$ cat src/rtl/aof_map.svh
`ifndef AOF_MAP_SVH
`define AOF_MAP_SVH
// ****************************************
// Widths and fields
// ****************************************
`define AOF_CODE_W       14
`define AOF_WORD_W       15
`define AOF_SUM_W        17
`define AOF_SHIFT_W      12
`define AOF_FLAG_BIT     14
`define AOF_SIDE_BIT     13
// ****************************************
// Codes and reset values
// ****************************************
`define AOF_SHIFT_RESET  15'h0000
`define AOF_CODE_MAX     17'sh03FFF
`define AOF_CODE_MIN     17'sh00000
`define AOF_CLAMP_HI     14'h3FFF
`define AOF_CLAMP_LO     14'h0000
// ****************************************
// Timing
// ****************************************
`define AOF_CLK_MHZ      40
`define AOF_CONV_NS      300
`define AOF_CONV_CYCLES  ((`AOF_CONV_NS * `AOF_CLK_MHZ + 999) / 1000)
`define AOF_TIMER_W      5
`endif

$ cat src/rtl/aof_pkg.sv
`default_nettype none
`include "aof_map.svh"
package aof_pkg;
  typedef enum logic [1:0] {AOF_IDLE, AOF_CONV, AOF_PUSH} aof_phase_t;

  typedef struct packed {
    logic                     flag;
    logic [`AOF_CODE_W-1:0]   code;
  } aof_word_t;

  typedef struct packed {
    aof_word_t [1:0] mem;
    logic            wr_ptr;
    logic            rd_ptr;
    logic [1:0]      count;
  } aof_skid_st_t;

  typedef struct packed {
    logic                      conv_s1;
    logic                      conv_s2;
    logic                      conv_d;
    logic                      clamp_s1;
    logic                      clamp_s2;
    logic                      cs_s1;
    logic                      cs_s2;
    logic                      rd_s1;
    logic                      rd_s2;
    logic                      wr_s1;
    logic                      wr_s2;
    logic                      wr_d;
    logic [`AOF_WORD_W-1:0]    din_s1;
    logic [`AOF_WORD_W-1:0]    din_s2;
    logic [`AOF_WORD_W-1:0]    shift;
    aof_phase_t                phase;
    logic [`AOF_TIMER_W-1:0]   timer;
    aof_word_t                 result;
    aof_word_t                 data_q;
    logic                      data_oe;
    logic                      busy_n;
    logic                      hold;
  } aof_top_st_t;
endpackage : aof_pkg
`default_nettype wire

$ cat src/rtl/aof_top.sv
`default_nettype none
`include "aof_map.svh"
// Contract
// Clamp on, zero shift: plain 14-bit codes
// Clamp on: top bit flags overrange input
// Shift value resets to zero
// Shift added to raw result after conversion
// Clamp on: saturate to 0x3FFF and 0x0000
// Clamp off: codes beyond nominal span allowed
// Clamp off: below twos complement, above binary
// Clamp off, top bit set: side bit
// Top bit clear: in-range straight binary
// Host writes shift within -1310 and +1310
// Host writes 12-bit value, top three zero
// Shift kept until reset; rewritable between conversions
// Data lines driven only while select and read low
// Falling trigger starts 300 ns conversion
// Sign-extended shift, wide adder, no wrap
module aof_top (
  input  wire logic                    clk,
  input  wire logic                    rst,
  input  wire logic                    sample_trigger_n,
  input  wire logic                    clamp_select,
  input  wire logic                    chip_select_n,
  input  wire logic                    read_strobe_n,
  input  wire logic                    write_strobe_n,
  input  wire logic [`AOF_WORD_W-1:0]  data_in,
  input  wire logic signed [15:0]      sar_raw,
  output logic                         sample_hold,
  output logic                         busy_n,
  output logic [`AOF_WORD_W-1:0]       data_out,
  output logic                         data_oe
);
  // ****************************************
  // State
  // ****************************************
  aof_pkg::aof_top_st_t   st;
  aof_pkg::aof_top_st_t   next_st;
  logic                   buf_in_ready;
  logic                   buf_out_valid;
  logic                   buf_out_ready;
  aof_pkg::aof_word_t     buf_out_data;
  aof_pkg::aof_word_t     formatted;
  logic                   reading;
  logic                   trigger_fall;
  logic signed [`AOF_SUM_W-1:0] shift_ext;
  logic signed [`AOF_SUM_W-1:0] raw_ext;
  logic signed [`AOF_SUM_W-1:0] sum;
  logic                   raw_out;
  logic                   sum_above;
  logic                   sum_below;
  logic                   write_commit;
  logic                   conv_done;
  logic                   push_req;

  // ****************************************
  // Strobe decode
  // ****************************************
  assign reading      = !st.cs_s2 && !st.rd_s2;
  assign trigger_fall = st.conv_d && !st.conv_s2;
  // Buffer drains into the output word only between reads
  assign buf_out_ready = !reading;
  // Shift word taken on strobe release, select still low
  assign write_commit = !st.wr_d && st.wr_s2 && !st.cs_s2;
  // Last timer count ends the conversion
  assign conv_done    = (st.phase == aof_pkg::AOF_CONV) && (st.timer == '0);
  assign push_req     = (st.phase == aof_pkg::AOF_PUSH);

  // ****************************************
  // Result formatting
  // ****************************************
  always_comb begin
    shift_ext = {{(`AOF_SUM_W-`AOF_SHIFT_W){st.shift[`AOF_SHIFT_W-1]}},
                 st.shift[`AOF_SHIFT_W-1:0]};
    raw_ext   = {sar_raw[15], sar_raw};
    // Wide sum keeps negative and above-span values
    sum       = raw_ext + shift_ext;
    sum_above = (sum > `AOF_CODE_MAX);
    sum_below = (sum < `AOF_CODE_MIN);
    // Flag follows the analog input, not the shifted sum
    raw_out   = (raw_ext < `AOF_CODE_MIN) || (raw_ext > `AOF_CODE_MAX);
    formatted = '0;
    // Clamp mode saturates; open mode passes fifteen bits
    if (st.clamp_s2) begin
      formatted.flag = raw_out;
      if (sum_above) begin
        formatted.code = `AOF_CLAMP_HI;
      end else if (sum_below) begin
        formatted.code = `AOF_CLAMP_LO;
      end else begin
        formatted.code = sum[`AOF_CODE_W-1:0];
      end
    end else begin
      formatted = sum[`AOF_WORD_W-1:0];
    end
  end

  // ****************************************
  // Next state
  // ****************************************
  always_comb begin
    next_st          = st;
    // Pin synchronisers, two stages each
    next_st.conv_s1  = sample_trigger_n;
    next_st.conv_s2  = st.conv_s1;
    next_st.conv_d   = st.conv_s2;

    next_st.clamp_s1 = clamp_select;
    next_st.clamp_s2 = st.clamp_s1;

    next_st.cs_s1    = chip_select_n;
    next_st.cs_s2    = st.cs_s1;
    next_st.rd_s1    = read_strobe_n;
    next_st.rd_s2    = st.rd_s1;
    next_st.wr_s1    = write_strobe_n;
    next_st.wr_s2    = st.wr_s1;
    next_st.wr_d     = st.wr_s2;

    next_st.din_s1   = data_in;
    next_st.din_s2   = st.din_s1;

    // Shift word latched on write strobe release
    if (write_commit) begin
      next_st.shift = st.din_s2;
    end

    // Conversion sequencer
    case (st.phase)
      aof_pkg::AOF_IDLE: begin
        // Triggers while busy never reach this branch
        if (trigger_fall) begin
          next_st.phase  = aof_pkg::AOF_CONV;
          next_st.timer  = `AOF_TIMER_W'(`AOF_CONV_CYCLES - 1);
          next_st.busy_n = 1'b0;
          next_st.hold   = 1'b1;
        end
      end
      aof_pkg::AOF_CONV: begin
        if (conv_done) begin
          next_st.result = formatted;
          next_st.phase  = aof_pkg::AOF_PUSH;
        end else begin
          next_st.timer = st.timer - `AOF_TIMER_W'(1);
        end
      end
      aof_pkg::AOF_PUSH: begin
        // Stalls here while the buffer is full
        if (buf_in_ready) begin
          next_st.phase  = aof_pkg::AOF_IDLE;
          next_st.busy_n = 1'b1;
          next_st.hold   = 1'b0;
        end
      end
      default: begin
        next_st.phase = aof_pkg::AOF_IDLE;
      end
    endcase

    // Output word held steady during a read
    if (buf_out_valid && buf_out_ready) begin
      next_st.data_q = buf_out_data;
    end
    // Enable follows the synced select and read strobes
    next_st.data_oe = reading;
  end

  // ****************************************
  // Registers
  // ****************************************
  always_ff @(posedge clk or posedge rst) begin
    if (rst) begin
      // Chains reset to the idle pin levels: no false edge after reset
      st.conv_s1  <= 1'b1;
      st.conv_s2  <= 1'b1;
      st.conv_d   <= 1'b1;
      st.clamp_s1 <= 1'b0;
      st.clamp_s2 <= 1'b0;
      st.cs_s1    <= 1'b1;
      st.cs_s2    <= 1'b1;
      st.rd_s1    <= 1'b1;
      st.rd_s2    <= 1'b1;
      st.wr_s1    <= 1'b1;
      st.wr_s2    <= 1'b1;
      st.wr_d     <= 1'b1;
      st.din_s1   <= '0;
      st.din_s2   <= '0;
      st.shift    <= `AOF_SHIFT_RESET;
      st.phase    <= aof_pkg::AOF_IDLE;
      st.timer    <= '0;
      st.result   <= '0;
      st.data_q   <= '0;
      st.data_oe  <= 1'b0;
      st.busy_n   <= 1'b1;
      st.hold     <= 1'b0;
    end else begin
      st <= next_st;
    end
  end

  // ****************************************
  // Result buffer
  // ****************************************
  aof_skid u_skid (
    .clk       (clk),
    .rst       (rst),
    .in_valid  (push_req),
    .in_ready  (buf_in_ready),
    .in_data   (st.result),
    .out_valid (buf_out_valid),
    .out_ready (buf_out_ready),
    .out_data  (buf_out_data)
  );

  // ****************************************
  // Outputs
  // ****************************************
  assign sample_hold = st.hold;
  assign busy_n      = st.busy_n;
  assign data_out    = st.data_q;
  assign data_oe     = st.data_oe;
endmodule : aof_top
`default_nettype wire

$ cat src/rtl/aof_skid.sv
`default_nettype none
`include "aof_map.svh"
// ****************************************
// Two-entry result buffer
// ****************************************
module aof_skid (
  input  wire logic              clk,
  input  wire logic              rst,
  input  wire logic              in_valid,
  output logic                   in_ready,
  input  wire aof_pkg::aof_word_t in_data,
  output logic                   out_valid,
  input  wire logic              out_ready,
  output aof_pkg::aof_word_t     out_data
);
  aof_pkg::aof_skid_st_t st;
  aof_pkg::aof_skid_st_t next_st;
  logic                  push;
  logic                  pop;

  assign in_ready  = (st.count != 2'd2);
  assign out_valid = (st.count != 2'd0);
  assign out_data  = st.mem[st.rd_ptr];
  assign push      = in_valid && in_ready;
  assign pop       = out_valid && out_ready;

  always_comb begin
    next_st = st;
    if (push) begin
      next_st.mem[st.wr_ptr] = in_data;
      next_st.wr_ptr         = ~st.wr_ptr;
    end
    if (pop) begin
      next_st.rd_ptr = ~st.rd_ptr;
    end
    if (push && !pop) begin
      next_st.count = st.count + 2'd1;
    end else if (pop && !push) begin
      next_st.count = st.count - 2'd1;
    end
  end

  always_ff @(posedge clk or posedge rst) begin
    if (rst) begin
      st <= '0;
    end else begin
      st <= next_st;
    end
  end
endmodule : aof_skid
`default_nettype wire

$ cat config.mk
export PLATFORM = sky130hd
export DESIGN_NAME = aof_top
export DESIGN_NICKNAME = d
export VERILOG_FILES = /design/src/rtl/aof_pkg.sv /design/src/rtl/aof_top.sv /design/src/rtl/aof_skid.sv
export VERILOG_INCLUDE_DIRS = /design/src /design/src/rtl
export SDC_FILE = /design/constraint.sdc
export NUM_CORES = 1
export LEC_CHECK = 0
export BUFFER_PORTS_ARGS = -buffer_cell sky130_fd_sc_hd__buf_2
export CAP_MARGIN = 20
export CORE_MARGIN = 2
export CORE_UTILIZATION = 58
export CTS_CLUSTER_SIZE = 14
export DETAILED_ROUTE_END_ITERATION = 16
export PLACE_DENSITY = 0.79
export SYNTH_ARGS = -nofsm -noshare
export SYNTH_HDL_FRONTEND = slang
export SYNTH_HIERARCHICAL = 1
export SYNTH_SLANG_ARGS = --single-unit
export TNS_END_PERCENT = 20
$ cat constraint.sdc
create_clock -name clk -period 3 [get_ports clk]
set_input_delay 0.3 -clock clk [delete_from_list [all_inputs] [get_ports clk]]
set_output_delay 0.3 -clock clk [all_outputs]
set_load 0.005 [all_outputs]
# --- Yosys cells after proc, flatten, opt, wreduce, memory -nomap -nowiden ---
# Index checks and enable logic that the tools add are counted.
word_totals:
  register_bits: 122
  output_inout_bits: 18
op_classes:
  reduce_logical: 28
  eq_ne: 7
  n_mux: 19
  n_bitwise: 2
  addsub: 4
  order_cmp: 7
ops:
  columns: ["operator", "n"]
  rows:
  - ["2-to-1 mux 15 bit", 4]
  - ["bitwise mux 30 bit", 1]
  - ["2-to-1 mux 14 bit", 2]
  - ["adder 16 x 12 -> 17 bit", 1]
  - ["> comparator 17 x 15 -> 1 bit (second input constant)", 1]
  - ["< comparator 17 x 1 -> 1 bit (second input constant)", 1]
  - ["> comparator 16 x 15 -> 1 bit (second input constant)", 1]
  - ["< comparator 16 x 1 -> 1 bit (second input constant)", 1]
  - ["demux 15 bit (select 1 bit)", 1]
  - ["2-to-1 mux 2 bit", 6]
  - ["logical AND 1 bit", 10]
  - ["!= test 2 bit (second input constant)", 5]
  - ["case mux 5 bit (2 select lines)", 1]
  - ["AND reduction 3 bit", 3]
  - ["nonzero test 2 bit", 4]
  - ["logical NOT 1 bit", 7]
  - ["2-to-1 mux 7 bit", 1]
  - ["case mux 2 bit (3 select lines)", 1]
  - ["logical NOT 5 bit", 1]
  - ["2-to-1 mux 5 bit", 1]
  - ["subtractor 5 x 1 -> 5 bit (second input constant)", 1]
  - ["< comparator 1 x 2 -> 1 bit (second input constant)", 2]
  - ["case mux 2 bit (2 select lines)", 1]
  - ["adder 2 x 1 -> 2 bit (second input constant)", 1]
  - ["8 further kinds", 9]

# --- Logic depth before layout (Yosys ltp) ---
# Gate-level depths: netlist of run 1.
logic_depth:
  depth_word: 7
  ltp_mapped: 10

# --- Hierarchy ---
# Netlist of run 1, hierarchy kept.
by_module_without_submodules:
  columns: ["mod", "n_inst", "cells_per_inst", "area_per_inst_um2"]
  rows:
  - ["aof_top", 1, 287, 3801.1]
  - ["aof_skid", 1, 98, 1566.5]

# --- Worst setup path before layout of run 1 ---
# No wires, ideal clock.
synth_timing:
  path_type: "reg-to-reg"
  start: "register st, in the netlist shift_ext[0]"
  end: "register st[24] (netlist name)"
  setup_ns: 0.126
  path_slack_ns: 0.344
  path_buffers: 1
  period_less_slack_ns: 2.656
  arrival_time_ns: 2.530
  path_stages_with_launch: 11
  cell_sequence: "dfrtp_1 > ha_1 > fa_1 > a211oi_1 > o21ai_2 > nor2_2 > o31ai_1 > a41o_1 > o21a_1 > buf_2 > a221o_1"
synth_via:
  elab_chain_len: 5
synth_rtl:
  columns: ["item", "line", "source"]
  rows:
  - ["start, declared", "aof_top.sv:37", "aof_pkg::aof_top_st_t st;"]
  - ["start signal, assigned", "aof_top.sv:196", "st <= next_st;"]
  - ["adder 16 x 12 -> 17 bit (*)", "aof_top.sv:77", "sum = raw_ext + shift_ext;"]
  - ["< comparator 17 x 1 -> 1 bit (no line)", null, null]
  - ["2-to-1 mux 14 bit", "aof_top.sv:88", "end else if (sum_below) begin"]
  - ["2-to-1 mux 14 bit", "aof_top.sv:86", "if (sum_above) begin"]
  - ["2-to-1 mux 15 bit (*)", "aof_top.sv:84", "if (st.clamp_s2) begin"]
# Every way passes the cells marked *; elsewhere a longest branch is shown, timed or not.
# A chain may end at the register's enable or synchronous reset.

# --- Worst setup path in the final report of run 1 ---
layout_timing:
  start: "register st, in the netlist shift_ext[0]"
  end: "register st[21] (netlist name)"
# The elaborated chain is that of the path after synthesis.

==> metrics, run 1 <==
CP arrival 3210 ps; vias in the first global route 3241; share of cells above drive strength 1 40.1%; CTS buffer count 17; drt pass-1 iters 4; RR Startpoint shift_ext[0]; Avg WL per Cell 15.7 µm; critical path cell sequence ha_1, fa_1, a211oi_1, o21ai_2, nor2_2, o31ai_1, a41o_1, o21a_2, a221o_1; Via density 5.45; Die Y 100 µm; DP Wirelength 6100 µm; dominant synthesized flop cell dfrtp_1; Core Util, Final 70.5%; Synth Area in Compound Gates 9.02%; Worst path max stage delay 420 ps; post-CTS setup buffer count 0; max cap viols 0; global-route wire length before repair 15300 µm; Area Growth Syn to Fin 19.7%; Slowest-stage cell, CP fa_1; initial antenna violation count 0; status finished, final reports clean; sum of negative setup slack 0 ps; share of the yosys chip area belonging to registers 57.1%; CP Launch Point shift_ext[0]; I/O pin cnt 56; XOR/XNOR Fraction of Synth Area 3.43%; Cells after DPL 527; CP Class reg2reg; Max Transition Viols Final 0; Die Span X 100 µm; antenna fix cells 0; P per Cell Area 867 nW/µm²; Hold Startpoint sar_raw[0]; port bufs 52; fin cells 577; Worst-path clk slew 60 ps; synthesized cell area 5370 µm²; Overall Global Routing Usage 19.9%; DRC viols 0; Setup crit end kind flip-flop; row count 35; Pwr Total 0.00557 W; Worst Skew 5.60 ps; post-synthesis register bit count 122; core area 9110 µm²; Rel. slew slack 54.4%; CP startpoint kind flip-flop; Adder-Cell Fraction of Synth Area 4.80%; number of distinct library cells after synthesis 55; Syn. warnings 6; later-pin clock latency in the skew report 500 ps; via count 3147; RSZ-0062 raised after global routing false; Net Count, Synth 443; simple-gate area share of the yosys netlist 5.43%; Syn Inst Count 385; nets 511; die area 10000 µm²; main combinational cell family by area after synthesis multiplexers; Critical Path RT 3380 ps; total gr overflow 0; EDFF count, synth 0; Initial Util 58.9%; pin count of the biggest net entering global routing 73; clk sinks 122; Final Hold Viols 0; ys async rst share 100%; min Tclk post-route 2830 ps; CTS root buffer clkbuf_8; Clock Path Buffers 2; synthesized area per cell 13.9 µm²; worst vdd ir 0.456 mV; CTS tree built; Worst R2R Setup Slack 170 ps; mux cell area share after synthesis 15.8%; DRT antenna net count 0; slew of the pin with the lowest slew margin 683 ps; final-report setup violation count 0; final WL 9080 µm; Fmax 354 MHz; H-tree levels 4; Worst Hold Class in2reg; Period Utilization, post-route 94.2%; Leakage 3.12 nW; routability cong. 0.820; Initial DRC Count 74; critical path fanouts, max 14
## state kept, by name, indices dropped and copies added, names as in the netlist
signal	cells
shift_ext	12
data_oe	1
u_skid/st	34
st	39
data_out	15
busy_n	1
sample_hold	1
next_st	19
## cells by family after synthesis
kind of cell             after synthesis
AO/OA/AOI/OAI                         62
flip-flops                           122
buffers and inverters                 36
XOR/XNOR                              21
adder cells (fa/ha/maj)               20
AND/OR/NAND/NOR                       52
multiplexers                          72
## per-layer routing
metal | share of wire [%] | vias up | wire length [µm] | GRT usage, %
li1 | - | 1520 | - | -
met1 | 45 | 1561 | 4040 | 25.5
met2 | 52 | 59 | 4690 | 33.0
met3 | 3.1 | 7 | 278 | 4.39
met4 | 0.73 | 0 | 66 | 8.32
met5 | 0 | - | 0 | 0
## power breakdown
| group | total, W | internal, W | switching (W) |
|---|---|---|---|
| clock | 0.00212 | 0.00137 | 0.000751 |
| sequential | 0.00228 | 0.00200 | 0.000279 |
| combinational | 0.00118 | 0.000644 | 0.000534 |
| total | 0.00557 | 0.00401 | 0.00156 |
## timing repair
action,in CTS,in global routing
endpoints found under the hold margin,67,0
hold buffers,18,0
setup endpoints to repair,0,14
resized for setup,0,1
## worst max-delay path: cells and delay by family, from the launching register on
kind / cells / cell delay [ps]
AO/OA/AOI/OAI: 6 / 1500
adder cells (fa/ha/maj): 2 / 650
flip-flops: 1 / 380
AND/OR/NAND/NOR: 1 / 170
## stage by stage
stage	instance area (µm²)	hold slack (ps)	worst slack (ps)
2_1_floorplan	5370	304	344
3_3_place_gp	5620	263	182
3_5_place_dp	5620	272	91.6
4_1_cts	6420	162	96.8
5_1_grt	6430	174	24.3
6_report	6430	184	173
## cell usage after synthesis, types with 3 or more instances
cell | n | area (µm²)
dfstp_2 | 11 | 289
nor3b_1 | 3 | 22.5
xnor2_1 | 12 | 105
dfrtp_1 | 111 | 2780
a21o_1 | 5 | 37.5
ha_1 | 19 | 238
o21ai_0 | 6 | 30.0
nand2_1 | 12 | 45.0
mux2_2 | 62 | 698
buf_4 | 15 | 113
o21a_1 | 3 | 22.5
nor2_1 | 12 | 45.0
mux2_4 | 10 | 150
nor3_1 | 3 | 15.0
or3_1 | 3 | 18.8
nor2b_1 | 3 | 18.8
clkbuf_1 | 4 | 15.0
inv_1 | 11 | 41.3
a21oi_1 | 12 | 60.1
a221o_1 | 14 | 140
xor2_1 | 9 | 78.8
## cells in the final DEF, fill, tap and decap left out, drive strengths merged, types with 4 or more instances in the layout
cell	count
dlygate4sd3	18
a21oi	12
xor2	9
a21o	5
clkinv	7
nand2	12
ha	19
nor2	13
bufinv	4
xnor2	12
buf	56
o21ai	9
dfrtp	111
clkbuf	17
a221o	14
mux2	72
dfstp	11
inv	14
## layout make-up
class / count / area [µm²]
Inverter: 11 / 42.5
Clock buffer: 17 / 414
Clock inverter: 15 / 214
Timing Repair Buffer: 74 / 483
Fill cell: 629 / 2680
Multi-Input combinational cell: 227 / 2070
Sequential cell: 122 / 3070
Tap cell: 111 / 139
## worst paths after layout
kind                           endpoint  cells after the start
setup / recovery                 st[21]                      9
setup reg to reg                 st[21]                      9
hold / removal                   st[18]                      3
min in group asynchronous  data_out[14]                      3
hold reg to reg                  st[62]                      0
max in group asynchronous   next_st[90]                      4
Note: power is estimated with default switching activity, not from simulation.
==> run 2, diff against run 1 <==
Settings changed: ABC_AREA set to 1, CORE_ASPECT_RATIO set to 1.2, CORE_UTILIZATION 58 to 54, PLACE_DENSITY 0.79 to 0.77.
Clock period 3 ns to 2.6 ns, I/O delays scaled along.
==> run 2 against run 1 <==
  * Global-route usage rose by 0.21 points
  * Highest routed layer unchanged
  * Final cell count increased by 49%
  * Area after synthesis increased by 11%
  * Routed wire length up 18%
  * First-iteration DRC count is 140% higher
  * Fmax rose by 21%
==> metrics, run 2 <==
Worst-path clk slew 50 ps; sum of negative setup slack 0 ps; placed standard-cell area 6180 µm²; slew of the pin with the lowest slew margin 632 ps; Worst path max stage delay 400 ps; RR Startpoint shift_ext[0]; later-pin clock latency in the skew report 410 ps; CTS root buffer clkbuf_16; core area 10900 µm²; post-CTS setup buffer count 0; Period Utilization, post-route 89.6%; top-count cell post-synth nand2_1; H-tree levels 4; Initial Util 54.7%; DRC viols 0; Final Hold Viols 0; dominant cell type by area after synthesis dfrtp_1; pin count of the biggest net entering global routing 54; antenna fix cells 0; P per Cell Area 1010 nW/µm²; power share of the combinational group 28.3%; fin cells 861; RSZ-0062 raised after global routing false; Hold Startpoint sar_raw[14]; routability cong. 0.774; initial antenna violation count 0; Rel. slew slack 57.9%; Hold Slack 263 ps; EDFF count, synth 0; Worst Hold Class in2reg; min Tclk post-route 2330 ps; critical path cell sequence ha_1, fa_1, nand2_1, nand2_1, nand3_2, nand2_2, nand2_2, nand2_2, nand2_1, nand3_2, nand2_1, nand2_1, nand2_1, nand2_1; NetSw 0.00238 W; Max Transition Viols Final 0; via count 4296; final WL 10700 µm; final-layout fill cell count 920; CP startpoint kind flip-flop; share of cells above drive strength 1 23.5%; share of the yosys chip area belonging to registers 51.3%; DP Wirelength 7530 µm; port bufs 52; final-report setup violation count 0; Initial DRC Count 176; Die Span X 100 µm; Core Util, Final 63.6%; synthesized area per cell 9.08 µm²; status finished, final reports clean; Synth top area share 46.4%; sequential power share 38.9%; Syn. warnings 6; Worst Skew 6.02 ps; Overall Global Routing Usage 20.1%; dominant synthesized flop cell dfrtp_1; top post-synthesis cells by count nand2_1 (256), dfrtp_1 (111), inv_1 (52); Multi-input gate area 2430 µm²; Fmax 429 MHz; CP Class reg2reg; Setup crit end kind flip-flop; max cap viols 0; most used cell, CP nand2_1; Area Growth Syn to Fin 16.3%; Critical Path RT 2900 ps; Leakage 3.76 nW; number of distinct library cells after synthesis 39; ys async rst share 100%; Avg WL per Cell 12.4 µm; internal power 0.00467 W; Via density 4.99; row count 42; vias in the first global route 4343; max reg flops 39; CTS tree built; commonest non-fill, non-tap cell in the layout nand2_1; final instance area 6960 µm²; post-synthesis register bit count 122; I/O pin cnt 56; Syn Inst Count 659; drt pass-1 iters 4; register area 3070 µm²; switch share 33.7%; CP arrival 2630 ps; Worst R2R Setup Slack 270 ps; nets 774; clock share of power 32.7%; critical path fanouts, max 14; CTS buffer count 17; Clock Path Buffers 2; die area 11900 µm²; Net Count, Synth 717; largest reg by FF count st; Cells after DPL 811; Die Y 119 µm; worst vdd ir 0.550 mV; DRT antenna net count 0; post-CTS sizing 0; synthesized cell area 5980 µm²; global-route wire length before repair 19000 µm; Slowest-stage cell, CP fa_1; CP Launch Point shift_ext[0]; clk sinks 122; ranking of synthesized cells by area dfrtp_1 (46%), nand2_1 (16%), mux2_2 (5.1%), dfstp_2 (4.8%), ha_1 (4.0%); most frequent cells in the layout nand2_1 (256), dfrtp_1 (111), buf_2 (52); total gr overflow 0
-- run 2: cell count changes after synthesis, sizes merged, moves of 7 or more --
| cell | delta |
|---|---|
| nand2 | +268 |
| inv | +46 |
| mux2 | -45 |
| nand4 | +33 |
| nand3 | +21 |
| buf | +15 |
| a221o | -14 |
| xnor2 | -10 |
| nor2 | +7 |
-- run 2: stage by stage --
step / power, W / setup WS (ps)
detailed placement: 0.00475 / 232
global route: 0.00756 / 29.8
CTS: 0.00711 / 244
finish: 0.00704 / 271
floorplan: 0.00443 / 79.7
global placement: 0.00466 / 292
-- run 2: logic make-up (layout without fill, tap and decap cells) --
| group | count (synthesis) | in the layout | share of synthesized area (%) |
|---|---|---|---|
| xor+xnor | 10 | 10 | 1.46 |
| buf+inv | 93 | 163 | 8.16 |
| compound gates | 23 | 23 | 2.15 |
| mux | 27 | 27 | 5.08 |
| fa+ha+maj | 20 | 20 | 4.31 |
| flops | 122 | 122 | 51.3 |
| simple gates | 364 | 364 | 27.6 |
-- run 2: per-layer routing --
layer	share of wire, %	wire length (µm)	GRT usage [%]	up-vias
met1	42	4490	23.3	2002
met3	3.5	371	4.58	11
li1	-	-	-	2203
met2	53	5720	35.7	80
met4	1.3	144	8.22	0
met5	0	0	0	-
-- run 2: repair_timing --
item                                    in CTS  in global routing
hold endpoints to repair                    86                  0
hold buffers                                18                  0
endpoints found under the setup margin       0                  0
-- run 2: power by group through the flow --
stage	Combinational [W]	Sequential, W	Clock [W]
final	0.00200	0.00274	0.00230
after global routing	0.00231	0.00281	0.00244
after CTS	0.00202	0.00274	0.00235
after detailed placement	0.00198	0.00277	0
after global placement	0.00192	0.00274	0
after floorplan	0.00178	0.00265	0
-- run 2: area by class of cell --
class	count	area share [%]
clock buffer	20	6.56
clock inverter	12	2.00
inverter	57	3.09
multi-input combinational	444	34.9
sequential	122	44.1
tap	132	2.37
timing repair buffer	74	6.94
-- run 2: final timing paths --
path / endpoint / depth (start not counted)
hold / removal: st[32] / 5
min in group asynchronous: data_oe / 3
setup / recovery: st[29] / 14
setup reg to reg: st[29] / 14
hold reg to reg: st[56] / 0
max in group asynchronous: st[88] / 4
-- run 2: critical path, delay by kind of cell (launching register included) --
| kind | cells | cell delay, ps |
|---|---|---|
| fa+ha+maj | 2 | 610 |
| flops | 1 | 370 |
| simple gates | 12 | 1220 |
==> run 3, diff against run 2 <==
Settings changed: CORE_UTILIZATION 54 to 59, PLACE_DENSITY 0.77 to 0.79, REMOVE_ABC_BUFFERS set to 1.
Clock period 2.6 ns to 2.2 ns, I/O delays scaled along.
==> run 3 against run 2 <==
  * Worst hold slack lost 39 ps
  * Critical path depth grew 1
  * Sequential power grew 19%
  * Clock power grew 16%
  * Count of clock-buffer cells in the layout shrank 2
==> metrics, run 3 (synthesis gave the netlist of run 2 again) <==
status finished, final reports clean; min Tclk post-route 2110 ps; sequential power share 38.9%; later-pin clock latency in the skew report 410 ps; worst vdd ir 1.12 mV; clk sinks 122; final-layout fill cell count 748; Fmax 475 MHz; Avg WL per Cell 13.0 µm; Rel. slew slack 58.7%; largest reg by FF count st; I/O pin cnt 56; P per Cell Area 1190 nW/µm²; Worst-path clk slew 60 ps; max reg flops 39; RSZ-0062 raised after global routing true; metal2 WL 6140 µm; Multi-input gate area 2470 µm²; CP startpoint kind flip-flop; CTS root buffer clkbuf_16; Via density 5.15; Crit path depth 15; Max Transition Viols Final 0; switch share 34.2%; most frequent cells in the layout nand2_1 (252), dfrtp_1 (110), buf_2 (52); Worst path max stage delay 410 ps; Clock Path Buffers 2; DRT antenna net count 0; placed standard-cell area 6220 µm²; Area Growth Syn to Fin 18.1%; critical path fanouts, max 7; H-tree levels 4; Period Utilization, post-route 95.8%; Setup crit end kind flip-flop; CP arrival 2400 ps; power share of the combinational group 29.5%; DRC viols 0; Worst Skew 4.55 ps; internal power 0.00553 W; port bufs 52; CTS tree built; WL met3 445 µm; Placement Setup Slack 66.7 ps; routability cong. 0.807; Register-to-Register Path Depth 15; vias in the first global route 4277; global-route wire length before repair 18600 µm; Die Span X 95.9 µm; nets 782; pin count of the biggest net entering global routing 89; NetSw 0.00288 W; DP Wirelength 7330 µm; max cap viols 0; total gr overflow 0; max layer used met4; clock share of power 31.6%; share of cells above drive strength 1 25.5%; Slowest-stage cell, CP dfrtp_1; initial antenna violation count 0; setup ws final 92.8 ps; Initial DRC Count 239; Post-Route M1 WL 4490 µm; Die Y 114 µm; Leakage 3.79 nW; Critical Path RT 2500 ps; core area 9960 µm²; via count 4442; Hold Slack 225 ps; commonest non-fill, non-tap cell in the layout nand2_1; Worst Hold Class in2reg; slew of the pin with the lowest slew margin 619 ps; CTS buffer count 17; CP Class reg2reg; Final Hold Viols 0; Initial Util 60.1%; row count 40; most used cell, CP nand2_2; die area 11000 µm²; CP delay by family, top simple AND/OR/NAND/NOR gates; final instance area 7060 µm²; register area 3070 µm²; final-report setup violation count 0; hold depth 5; final WL 11200 µm; antenna fix cells 0; critical path cell sequence ha_4, fa_2, nand2_2, nand2_4, nand3_2, nand2_2, nand2_2, nand2_2, nand2_2, nand3_4, clkbuf_16, nand2_2, nand2_1, nand2_1, nand2_1; CP Buf/Inv Count 1; drt pass-1 iters 4; Overall Global Routing Usage 21.9%
==> run 3: cell count changes in the layout (fill, tap and decap cells not counted), sizes merged <==
cell / previous run / this run
clkinv: 8 / 6
clkinvlp: 1 / 5
buf: 56 / 63
clkbuf: 20 / 19
==> run 3: path summary, 6_finish.rpt <==
kind / start / to / slack (ps)
min reg2reg: next_st[55] / st[55] / 350
max reg2reg: shift_ext[0] / st[21] / 90
min in group asynchronous: rst / data_out[5] / 450
max in group asynchronous: rst / shift_ext[11] / 1370
min: sar_raw[15] / st[32] / 220
max: shift_ext[0] / st[21] / 90
==> run 3: power groups by stage <==
stage | logic, W | clock network, W | registers (W)
2_1_floorplan | 0.00172 | 0 | 0.00321
3_3_place_gp | 0.00228 | 0 | 0.00324
3_5_place_dp | 0.00237 | 0 | 0.00329
4_1_cts | 0.00242 | 0.00272 | 0.00326
5_1_grt | 0.00283 | 0.00282 | 0.00334
6_report | 0.00248 | 0.00266 | 0.00327
==> run 3: timing repair <==
item	CTS	global route
gates resized for setup	0	12
endpoints found under the setup margin	0	14
hold buffers	18	0
setup buffers	0	2
hold endpoints to repair	128	0
==> run 3: cell type report <==
| cell class | instances | area share (%) |
|---|---|---|
| Tap cell | 126 | 2.23 |
| Inverter | 57 | 3.05 |
| Sequential cell | 122 | 43.4 |
| Clock inverter | 14 | 2.09 |
| Multi-Input combinational cell | 444 | 35.0 |
| Timing Repair Buffer | 82 | 8.11 |
| Clock buffer | 18 | 6.08 |
==> run 3: through the flow <==
stage	TNS [ps]	power [W]	utilization [%]	instances
3_3_place_gp	0	0.00552	62.5	810
4_1_cts	0	0.00840	70.1	860
3_5_place_dp	0	0.00565	62.5	810
6_report	0	0.00841	70.9	863
5_1_grt	-231	0.00898	70.9	863
2_1_floorplan	-21990	0.00493	-	623
==> run 3: worst reg2reg max path, cell delays in order (launching register included) <==
cell       delay, ps
dfrtp_1          410
ha_4             180
fa_2             390
nand2_2           80
nand2_4           60
nand3_2           70
nand2_2           70
nand2_2           80
nand2_2           70
nand2_2           90
nand3_4           90
clkbuf_16        180
nand2_2           60
nand2_1           50
nand2_1           60
nand2_1           50
==> run 3: per-layer routing <==
metal	track usage, %	up-vias
li1	-	2208
met1	24.5	2112
met2	39.7	109
met3	5.20	13
met4	8.67	0
met5	0	-
